[src/hw/spi_cfg_pkg.sv]
// Summary of operation
// RL1: busy bit 7 high during transfer
// RL2: bit 6 selects master or slave role
// RL3: bit 5 picks first or second sampling edge
// RL4: bit 4 sets serial clock idle level
// RL5: bit 3 reads 1 while select low
// RL6: selected flag follows filtered select input
// RL7: bit 2 returns raw select pin level
// RL8: slave shifter-empty sets when all data done
// RL9: shifter-empty clears on load or leading clock edge
// RL10: shifter-empty reads 1 in master role
// RL11: slave rx-empty reads 1 when drained
// RL12: slave rx-empty reads 0 with unread byte
// RL13: rx-empty reads 1 in master role
// RL14: slave samples data at bit centre
// RL15: master samples one cycle before bit end
// RL16: four-wire slave ignores bus while deselected
// RL17: status bits ignore writes, config bits store
package spi_cfg_pkg;

  localparam logic [7:0] CFG_ADDR        = 8'hA1;
  localparam int         BIT_BUSY        = 7;
  localparam int         BIT_MASTER      = 6;
  localparam int         BIT_PHASE       = 5;
  localparam int         BIT_POLARITY    = 4;
  localparam int         BIT_SELECTED    = 3;
  localparam int         BIT_RAW_SEL     = 2;
  localparam int         BIT_SHIFT_EMPTY = 1;
  localparam int         BIT_RX_EMPTY    = 0;
  localparam logic [7:0] CFG_RESET       = 8'h07;

  localparam int         DATA_W          = 8;
  localparam int         SYS_CLK_HZ      = 40000000;
  localparam int         MASTER_SCK_HZ   = 5000000;
  // half serial clock period in system clocks, at least two
  localparam int         HALF_CYC        = SYS_CLK_HZ / (2 * MASTER_SCK_HZ);
  localparam logic [7:0] HALF_LAST       = 8'(HALF_CYC - 1);
  localparam logic [7:0] HALF_SAMPLE     = 8'(HALF_CYC - 2);
  // select must hold this many cycles before the flag follows
  localparam logic [2:0] SEL_FILT_CYC    = 3'h3;

endpackage : spi_cfg_pkg

[src/hw/spi_rx_buffer.sv]
`timescale 1ns/1ps
module spi_rx_buffer
  import spi_cfg_pkg::*;
(
  // clock and reset
  input  wire logic              clk_i,
  input  wire logic              reset_i,
  // fill side
  input  wire logic              in_valid_i,
  output logic                   in_ready_o,
  input  wire logic [DATA_W-1:0] in_data_i,
  // drain side
  output logic                   out_valid_o,
  input  wire logic              out_ready_i,
  output logic [DATA_W-1:0]      out_data_o
);

  logic              head_v_r;
  logic              tail_v_r;
  logic [DATA_W-1:0] tail_d_r;
  logic              push;
  logic              pop;

  // head entry drives the outputs directly so they stay registered
  assign in_ready_o = ~tail_v_r;
  assign push       = in_valid_i & ~tail_v_r;
  assign pop        = head_v_r & out_ready_i;
  assign out_valid_o = head_v_r;

  always_ff @(posedge clk_i or posedge reset_i) begin
    if (reset_i) begin
      head_v_r   <= 1'b0;
      tail_v_r   <= 1'b0;
      tail_d_r   <= 8'h00;
      out_data_o <= 8'h00;
    end else if (pop) begin
      if (tail_v_r) begin
        out_data_o <= tail_d_r;
        tail_v_r   <= push;
        if (push) begin
          tail_d_r <= in_data_i;
        end
      end else if (push) begin
        out_data_o <= in_data_i;
      end else begin
        head_v_r <= 1'b0;
      end
    end else if (push) begin
      if (!head_v_r) begin
        out_data_o <= in_data_i;
        head_v_r   <= 1'b1;
      end else begin
        tail_d_r <= in_data_i;
        tail_v_r <= 1'b1;
      end
    end
  end

endmodule : spi_rx_buffer

[src/hw/spi_config_status_register.sv]
`timescale 1ns/1ps
module spi_config_status_register
  import spi_cfg_pkg::*;
(
  // clock and reset
  input  wire logic              clk_i,
  input  wire logic              reset_i,
  // special-function register bus
  input  wire logic [7:0]        sfr_addr_i,
  input  wire logic              sfr_wr_i,
  input  wire logic              sfr_rd_i,
  input  wire logic [7:0]        sfr_wdata_i,
  output logic [7:0]             sfr_rdata_o,
  // transmit byte stream
  input  wire logic              tx_valid_i,
  output logic                   tx_ready_o,
  input  wire logic [DATA_W-1:0] tx_data_i,
  // receive byte stream
  output logic                   rx_valid_o,
  input  wire logic              rx_ready_i,
  output logic [DATA_W-1:0]      rx_data_o,
  // link pins
  input  wire logic              sck_i,
  input  wire logic              mosi_i,
  input  wire logic              miso_i,
  input  wire logic              slave_select_n_i,
  output logic                   sck_o,
  output logic                   sck_oe_n_o,
  output logic                   mosi_o,
  output logic                   mosi_oe_n_o,
  output logic                   miso_o,
  output logic                   miso_oe_n_o
);

  typedef enum logic {M_IDLE, M_SHIFT} mstate_t;

  // configuration
  logic              master_role_enable_r;
  logic              clock_phase_sel_r;
  logic              clock_polarity_sel_r;
  // synchronisers
  logic [2:0]        sck_s_r;
  logic [1:0]        mosi_s_r;
  logic [1:0]        miso_s_r;
  logic [1:0]        nss_s_r;
  logic [2:0]        filt_cnt_r;
  logic              slave_selected_filtered_r;
  logic              sel_prev_r;
  // shifter
  mstate_t           mstate_r;
  logic [7:0]        half_cnt_r;
  logic              half_r;
  logic [2:0]        bits_r;
  logic [7:0]        shreg_r;
  logic [7:0]        shreg_nxt;
  logic              out_bit_r;
  logic              transfer_busy_r;
  logic              shifter_empty_r;
  // derived events
  logic              cfg_hit_wr;
  logic              cfg_hit_rd;
  logic              sck_edge;
  logic              lead_edge;
  logic              trail_edge;
  logic              slave_on;
  logic              s_sample;
  logic              s_shift;
  logic              m_sample;
  logic              bit_end;
  logic              bit_adv;
  logic              byte_done;
  logic              load;
  logic              m_start;
  logic              in_bit;
  logic              rx_push;
  logic              rx_in_ready;
  logic [7:0]        status;

  assign cfg_hit_wr = sfr_wr_i && (sfr_addr_i == CFG_ADDR);
  assign cfg_hit_rd = sfr_rd_i && (sfr_addr_i == CFG_ADDR);

  always_ff @(posedge clk_i or posedge reset_i) begin
    if (reset_i) begin
      master_role_enable_r <= CFG_RESET[BIT_MASTER];
      clock_phase_sel_r    <= CFG_RESET[BIT_PHASE];
      clock_polarity_sel_r <= CFG_RESET[BIT_POLARITY];
    end else if (cfg_hit_wr) begin
      master_role_enable_r <= sfr_wdata_i[BIT_MASTER];                 // RL2
      clock_phase_sel_r    <= sfr_wdata_i[BIT_PHASE];                  // RL17
      clock_polarity_sel_r <= sfr_wdata_i[BIT_POLARITY];
    end
  end

  // all pins cross from outside the clock domain
  always_ff @(posedge clk_i or posedge reset_i) begin
    if (reset_i) begin
      sck_s_r  <= 3'h0;
      mosi_s_r <= 2'h0;
      miso_s_r <= 2'h0;
      nss_s_r  <= 2'h3;
    end else begin
      sck_s_r  <= {sck_s_r[1:0], sck_i};
      mosi_s_r <= {mosi_s_r[0], mosi_i};
      miso_s_r <= {miso_s_r[0], miso_i};
      nss_s_r  <= {nss_s_r[0], slave_select_n_i};
    end
  end

  // glitch filter: flag moves only after a stable run of samples
  always_ff @(posedge clk_i or posedge reset_i) begin
    if (reset_i) begin
      filt_cnt_r                <= 3'h0;
      slave_selected_filtered_r <= CFG_RESET[BIT_SELECTED];
      sel_prev_r                <= 1'b0;
    end else begin
      sel_prev_r <= slave_selected_filtered_r;
      if (nss_s_r[1] != slave_selected_filtered_r) begin
        filt_cnt_r <= 3'h0;                                              // RL6
      end else if (filt_cnt_r == SEL_FILT_CYC - 3'h1) begin
        filt_cnt_r                <= 3'h0;
        slave_selected_filtered_r <= ~nss_s_r[1];                       // RL5
      end else begin
        filt_cnt_r <= filt_cnt_r + 3'h1;
      end
    end
  end

  // slave edges, qualified by select; lead leaves the idle level
  assign slave_on   = !master_role_enable_r && slave_selected_filtered_r; // RL16
  assign sck_edge   = slave_on && (sck_s_r[2] != sck_s_r[1]);
  assign lead_edge  = sck_edge && (sck_s_r[1] != clock_polarity_sel_r);
  assign trail_edge = sck_edge && (sck_s_r[1] == clock_polarity_sel_r);
  assign s_sample   = clock_phase_sel_r ? trail_edge : lead_edge;       // RL14
  assign s_shift    = clock_phase_sel_r ? lead_edge : trail_edge;       // RL3

  // master timing: sample one clock before the bit period closes
  assign m_sample = (mstate_r == M_SHIFT) && half_r && (half_cnt_r == HALF_SAMPLE); // RL15
  assign bit_end  = (mstate_r == M_SHIFT) && half_r && (half_cnt_r == HALF_LAST);

  assign bit_adv   = master_role_enable_r ? bit_end : s_sample;
  assign byte_done = bit_adv && (bits_r == 3'h7);
  assign in_bit    = master_role_enable_r ? miso_s_r[1] : mosi_s_r[1];
  assign m_start   = (mstate_r == M_IDLE) && master_role_enable_r && tx_valid_i && tx_ready_o;
  assign load      = tx_valid_i && tx_ready_o;
  assign rx_push   = byte_done;

  always_comb begin
    shreg_nxt = shreg_r;
    if (load) begin
      shreg_nxt = tx_data_i;
    end else if (master_role_enable_r ? m_sample : s_sample) begin
      shreg_nxt = {shreg_r[6:0], in_bit};
    end
  end

  always_ff @(posedge clk_i or posedge reset_i) begin
    if (reset_i) begin
      mstate_r   <= M_IDLE;
      half_cnt_r <= 8'h00;
      half_r     <= 1'b0;
    end else begin
      case (mstate_r)
        M_IDLE: begin
          half_cnt_r <= 8'h00;
          half_r     <= 1'b0;
          if (m_start) begin
            mstate_r <= M_SHIFT;
          end
        end
        M_SHIFT: begin
          if (half_cnt_r == HALF_LAST) begin
            half_cnt_r <= 8'h00;
            half_r     <= ~half_r;
          end else begin
            half_cnt_r <= half_cnt_r + 8'h01;
          end
          if (byte_done || !master_role_enable_r) begin
            mstate_r <= M_IDLE;
          end
        end
        default: mstate_r <= M_IDLE;
      endcase
    end
  end

  // bit counter restarts when the slave becomes selected
  always_ff @(posedge clk_i or posedge reset_i) begin
    if (reset_i) begin
      bits_r <= 3'h0;
    end else if (m_start || (slave_selected_filtered_r && !sel_prev_r)) begin
      bits_r <= 3'h0;
    end else if (bit_adv) begin
      bits_r <= bits_r + 3'h1;
    end
  end

  always_ff @(posedge clk_i or posedge reset_i) begin
    if (reset_i) begin
      shreg_r   <= 8'h00;
      out_bit_r <= 1'b0;
    end else begin
      shreg_r <= shreg_nxt;
      if (load || (master_role_enable_r ? bit_end : s_shift)) begin
        out_bit_r <= shreg_nxt[7];
      end
    end
  end

  always_ff @(posedge clk_i or posedge reset_i) begin
    if (reset_i) begin
      transfer_busy_r <= CFG_RESET[BIT_BUSY];
    end else if (byte_done || (!master_role_enable_r && !slave_on)) begin
      transfer_busy_r <= 1'b0;                                          // RL1
    end else if (m_start || lead_edge) begin
      transfer_busy_r <= 1'b1;
    end
  end

  // end of byte wins over a leading edge, a load wins over end of byte; only a leading edge opens a bit, so the trailing edge
  // that closes the last phase-0 bit cannot leave the shifter looking full
  always_ff @(posedge clk_i or posedge reset_i) begin
    if (reset_i) begin
      shifter_empty_r <= CFG_RESET[BIT_SHIFT_EMPTY];
    end else if (byte_done && !load) begin
      shifter_empty_r <= 1'b1;                                          // RL8
    end else if (load || lead_edge) begin
      shifter_empty_r <= 1'b0;                                          // RL9
    end
  end

  // in master role accepting a byte needs room downstream, so a stalled reader stalls the master
  always_ff @(posedge clk_i or posedge reset_i) begin
    if (reset_i) begin
      tx_ready_o <= 1'b0;
    end else if (load) begin
      tx_ready_o <= 1'b0;
    end else if (master_role_enable_r) begin
      tx_ready_o <= (mstate_r == M_IDLE) && rx_in_ready;
    end else begin
      tx_ready_o <= shifter_empty_r && !transfer_busy_r;
    end
  end

  spi_rx_buffer u_rx_buffer (
    .clk_i       (clk_i),
    .reset_i     (reset_i),
    .in_valid_i  (rx_push),
    .in_ready_o  (rx_in_ready),
    .in_data_i   (shreg_nxt),
    .out_valid_o (rx_valid_o),
    .out_ready_i (rx_ready_i),
    .out_data_o  (rx_data_o)
  );

  // pins: master drives clock and data out, slave drives its reply only when selected
  always_ff @(posedge clk_i or posedge reset_i) begin
    if (reset_i) begin
      sck_o       <= 1'b0;
      sck_oe_n_o  <= 1'b1;
      mosi_o      <= 1'b0;
      mosi_oe_n_o <= 1'b1;
      miso_o      <= 1'b0;
      miso_oe_n_o <= 1'b1;
    end else begin
      if (mstate_r == M_SHIFT) begin
        sck_o <= clock_polarity_sel_r ^ (clock_phase_sel_r ? ~half_r : half_r); // RL3
      end else begin
        sck_o <= clock_polarity_sel_r;                                    // RL4
      end
      sck_oe_n_o  <= ~master_role_enable_r;
      mosi_o      <= out_bit_r;
      mosi_oe_n_o <= ~master_role_enable_r;
      miso_o      <= out_bit_r;
      miso_oe_n_o <= ~slave_on;                                           // RL16
    end
  end

  always_comb begin
    status                  = 8'h00;
    status[BIT_BUSY]        = transfer_busy_r;
    status[BIT_MASTER]      = master_role_enable_r;
    status[BIT_PHASE]       = clock_phase_sel_r;
    status[BIT_POLARITY]    = clock_polarity_sel_r;
    status[BIT_SELECTED]    = slave_selected_filtered_r;
    status[BIT_RAW_SEL]     = nss_s_r[1];                                 // RL7
    status[BIT_SHIFT_EMPTY] = master_role_enable_r | shifter_empty_r;     // RL10
    status[BIT_RX_EMPTY]    = master_role_enable_r | ~rx_valid_o;         // RL11 RL12 RL13
  end

  always_ff @(posedge clk_i or posedge reset_i) begin
    if (reset_i) begin
      sfr_rdata_o <= 8'h00;
    end else if (cfg_hit_rd) begin
      sfr_rdata_o <= status;                                              // RL13
    end else begin
      sfr_rdata_o <= 8'h00;
    end
  end

  a_busy_read: assert property (@(posedge clk_i) disable iff (reset_i) // RL1
    cfg_hit_rd |=> sfr_rdata_o[BIT_BUSY] == $past(transfer_busy_r))
    else $error("busy bit does not match transfer state");

  a_cfg_store: assert property (@(posedge clk_i) disable iff (reset_i) // RL17
    cfg_hit_wr |=> {master_role_enable_r, clock_phase_sel_r, clock_polarity_sel_r}
                   == $past(sfr_wdata_i[6:4]))
    else $error("configuration write not stored");

  a_master_empty: assert property (@(posedge clk_i) disable iff (reset_i) // RL10
    (cfg_hit_rd && master_role_enable_r) |=> (sfr_rdata_o[1:0] == 2'h3))
    else $error("empty bits not forced in master role");

  a_sel_filter: assert property (@(posedge clk_i) disable iff (reset_i) // RL6
    $rose(slave_selected_filtered_r) |-> $past(!nss_s_r[1], 2) && $past(!nss_s_r[1], 3))
    else $error("selected flag rose without stable select");

  a_slave_ignore: assert property (@(posedge clk_i) disable iff (reset_i) // RL16
    (!master_role_enable_r && !slave_selected_filtered_r) |-> !s_sample && !sck_edge)
    else $error("deselected slave reacted to clock");

  a_raw_read: assert property (@(posedge clk_i) disable iff (reset_i) // RL7
    cfg_hit_rd |=> sfr_rdata_o[BIT_RAW_SEL] == $past(nss_s_r[1]))
    else $error("raw select bit wrong");

  a_load_clears: assert property (@(posedge clk_i) disable iff (reset_i) // RL9
    (load && !byte_done) |=> !shifter_empty_r)
    else $error("load did not clear shifter empty");

  a_master_sample: assert property (@(posedge clk_i) disable iff (reset_i) // RL15
    m_sample |=> bit_end)
    else $error("master sample not one cycle before bit end");

  a_idle_level: assert property (@(posedge clk_i) disable iff (reset_i) // RL4
    (mstate_r == M_IDLE && $stable(clock_polarity_sel_r)) |=> sck_o == $past(clock_polarity_sel_r))
    else $error("clock idle level wrong");

  a_rx_pending: assert property (@(posedge clk_i) disable iff (reset_i) // RL12
    (cfg_hit_rd && !master_role_enable_r && rx_valid_o) |=> !sfr_rdata_o[BIT_RX_EMPTY])
    else $error("rx empty set with unread byte");

endmodule : spi_config_status_register

[config.mk]
export PLATFORM = sky130hd
export DESIGN_NAME = spi_config_status_register
export DESIGN_NICKNAME = d
export VERILOG_FILES = /design/src/hw/spi_cfg_pkg.sv /design/src/hw/spi_rx_buffer.sv /design/src/hw/spi_config_status_register.sv
export SDC_FILE = /design/constraint.sdc
export NUM_CORES = 1
export LEC_CHECK = 0
export BUFFER_PORTS_ARGS = -buffer_cell sky130_fd_sc_hd__buf_2
export CAP_MARGIN = 20
export CORE_ASPECT_RATIO = 2
export CORE_UTILIZATION = 59
export CTS_CLUSTER_DIAMETER = 50
export DETAILED_ROUTE_END_ITERATION = 16
export PLACE_DENSITY = 0.81
export SLEW_MARGIN = 40
export SYNTH_ARGS = -nofsm -noshare
export SYNTH_HDL_FRONTEND = slang
export SYNTH_HIERARCHICAL = 1
export SYNTH_SLANG_ARGS = --single-unit
[constraint.sdc]
create_clock -name clk_i -period 4.13 [get_ports clk_i]
set_clock_uncertainty 0.05 [all_clocks]
set_input_delay 0.413 -clock clk_i [delete_from_list [all_inputs] [get_ports clk_i]]
set_output_delay 0.413 -clock clk_i [all_outputs]
set_load 0.02 [all_outputs]
==> metrics.cfg <==
[status]
status = finished, final reports clean

[routing]
vias_per_cell = 5.608
vias = 2075
drt_iter0_drc = 52
ant_nets = 0
wl_per_cell_um = 15.86
drt-pass1-iter-count = 6
post-route-drc-count = 0
postRouteWirelength_um = 5870

[sta]
min_period_over_period_pct = 60.68
tns_ns = 0
relSlewSlack_pct = 52.70
tightest_slew_ns = 0.7088
finalHoldViolCount = 0
slew_viol_final = 0
setup_violations = 0
rsz0062_at_grt = false
fmax_mhz = 399.0
post-route-min-period_ns = 2.506

[layout]
drive_above_1_share_pct = 30.45
antenna_cells = 0
area_growth_pct = 15.25
instances_no_fill = 370
fin_nets = 345

[place]
dp.cells = 354
dp_hpwl_um = 4165
gp_congestion = 0.7364
port_buffers = 52

[clock_network]
post_cts_resized = 0
cts_made_buffers = 9
clk_pin_slew_ns = 0.07
cts_setup_buffers = 0
cts.sinks = 72
hold_buffers = 0
clock_latency_ns = 0.35
clockBufferDepth = 2
tritoncts = yes
clockRootBuffer = clkbuf_8
cts_max_level = 3

[yosys]
synth_area_leader_cell = dfrtp_1
synth_area_sq_um = 3102
yosysSeqAreaShare_pct = 58.29
syn_inst = 251
synthDominantCellAreaShare_pct = 54.05
synthTopCellsByArea = dfrtp_1, dfstp_2, mux2i_1, mux2_4, o221a_1
synth-async-reset-ratio_pct = 100.0
syn_avg_cell_area_sq_um = 12.36
ys_ff_latch = 72
ys_types = 43
ys.flop_type = dfrtp_1
yosysWarnings = 6
synth_edf_count = 0
synth_nets = 289

[floorplan]
placementRows = 37
die_x_um = 53.27
start_util_pct = 60.91
num_io_pins = 58
dieArea_sq_um = 5569
coreArea_sq_um = 5092
die_h_um = 104.5

[worst_setup_path]
worstPathArrival_ns = 2.69
reg2reg_slack_ns = 1.62
crit_path_start_kind = flip-flop
end_kind = flip-flop
cp_max_fo = 8
worstReg2RegEnd = u_rx_buffer/tail_d_r[5]
worstSetupPathType = reg -> reg
worst_ep_required_time_ns = 4.31
rr_startpoint = half_cnt_r[2]
ff2ff_path_depth = 8

[global_routing]
grt_max_degree = 55
grtUsageTotal_pct = 25.49
grt_pass1_vias = 2167
grt_pass1_wl_um = 9949
antenna_found_initial = 0
grt_remaining_overflow = 0

[job]
maxCapViolations = 0

[pwr]
power_density_nw_per_um2 = 472.4
p_seq_share_pct = 52.9
power_frac_comb_pct = 18.2
swShare_pct = 29.18
power.share.clock_pct = 28.9
p_sw_w = 0.0004928
leakagePower_nw = 1.737
ir_drop_mv = 0.3696
intPower_w = 0.001196

[hold_path]
hold_path.class = in -> async

power groups by stage:
stage                     registers (W)  clock network (W)  logic, W
after detailed placement       0.000905                  0  0.000309
after global routing           0.000906           0.000526  0.000344
final                          0.000894           0.000488  0.000307
after CTS                      0.000892           0.000504  0.000310
after floorplan                0.000912                  0  0.000203
after global placement         0.000898                  0  0.000296
layout make-up:
type | instances | area (sq um)
Sequential cell | 72 | 1808
Inverter | 9 | 36.28
Timing Repair Buffer | 52 | 260.3
Multi-Input combinational cell | 163 | 1226
Fill cell | 393 | 1518
Clock inverter | 1 | 5.005
Clock buffer | 15 | 166.4
Tap cell | 58 | 72.57
cells in the final DEF (no fill, tap or decap), types with 2 or more instances in the layout:
cell,synthesis,routed
and4bb_2,2,2
nor2b_1,4,4
clkbuf_8,0,11
xnor2_1,5,5
nand3_1,9,9
nand2_1,17,17
ha_1,4,4
inv_1,9,8
or2_0,8,8
and2_1,3,3
nand3b_1,2,2
mux2_2,4,4
o21ai_0,13,13
buf_2,0,52
nand2b_4,2,2
nor2_1,17,17
xor2_1,8,8
and3_1,7,7
mux2i_1,12,12
dfstp_2,5,5
nand2b_1,2,2
dfrtp_1,67,67
o22ai_1,2,2
mux2_4,8,8
o221a_1,8,8
clkbuf_1,5,4
a21oi_1,9,9
flip-flops by register name (all words and copies together), names as in the netlist, 2 cells and up:
signal	count
half_cnt_r	8
nss_s_r	2
mosi_s_r	2
filt_cnt_r	3
shreg_r	8
sfr_rdata_o	8
sck_s_r	3
miso_s_r	2
u_rx_buffer/tail_d_r	8
u_rx_buffer/out_data_o	8
bits_r	3
Yosys cell counts, types with 8 or more instances:
master    n
nand2_1  17
nor2_1   17
inv_1     9
o21ai_0  13
or2_0     8
mux2i_1  12
xor2_1    8
o221a_1   8
dfrtp_1  67
mux2_4    8
nand3_1   9
a21oi_1   9
worst max path at each step:
| stage | startpoint | to | slack (ns) | cells past startpoint |
|---|---|---|---|---|
| after floorplan | half_cnt_r[3] | u_rx_buffer/tail_d_r[0] | 1.93 | 8 |
| after global placement | half_cnt_r[2] | u_rx_buffer/tail_d_r[5] | 1.65 | 8 |
| after detailed placement | half_cnt_r[2] | u_rx_buffer/tail_d_r[6] | 1.63 | 8 |
| after CTS | half_cnt_r[2] | u_rx_buffer/tail_d_r[0] | 1.60 | 8 |
| after global routing | half_cnt_r[2] | u_rx_buffer/tail_d_r[0] | 1.48 | 8 |
| final | half_cnt_r[2] | u_rx_buffer/tail_d_r[5] | 1.62 | 8 |
cell families (layout without fill, tap and decap cells):
group | after synthesis | count (layout) | synth area share, %
AO/OA/AOI/OAI | 38 | 38 | 8.956
flip-flops | 72 | 72 | 58.29
buffers and inverters | 16 | 77 | 2.178
AND/OR/NAND/NOR | 83 | 83 | 15.65
adder cells (fa/ha/maj) | 4 | 4 | 1.614
multiplexers | 25 | 25 | 9.641
XOR/XNOR | 13 | 13 | 3.671
per-stage QoR:
stage | power (W) | cell area [sq um] | util (%) | setup slack, ns | hold slack (ns)
after CTS | 0.001705 | 3575 | 70.20 | 1.602 | 0.09818
final | 0.001689 | 3575 | 70.20 | 1.624 | 0.1181
after global routing | 0.001777 | 3575 | 70.20 | 1.478 | 0.09861
after global placement | 0.001194 | 3401 | 66.78 | 1.651 | 0.2822
after floorplan | 0.001115 | 3102 | - | 1.932 | 0.2812
after detailed placement | 0.001214 | 3403 | 66.83 | 1.630 | 0.2856
routing by layer:
metal	vias to the layer above	global-route usage [%]	routed length, um
met5	-	0	0
met3	7	6.550	183
met2	47	43.57	3398
met1	1041	27.53	2184
li1	980	-	-
met4	0	12.41	104
critical path, cell delays in order, from the launching register on:
cell and delay [ns]:
dfrtp_1 0.43, nor4_2 0.35, nand3_1 0.23, o21ai_2 0.31, nand2_1 0.11, inv_1 0.20, nand2b_4 0.12, nor2_8 0.26
mux2_4 0.33
(Power assumes the default switching activity.)
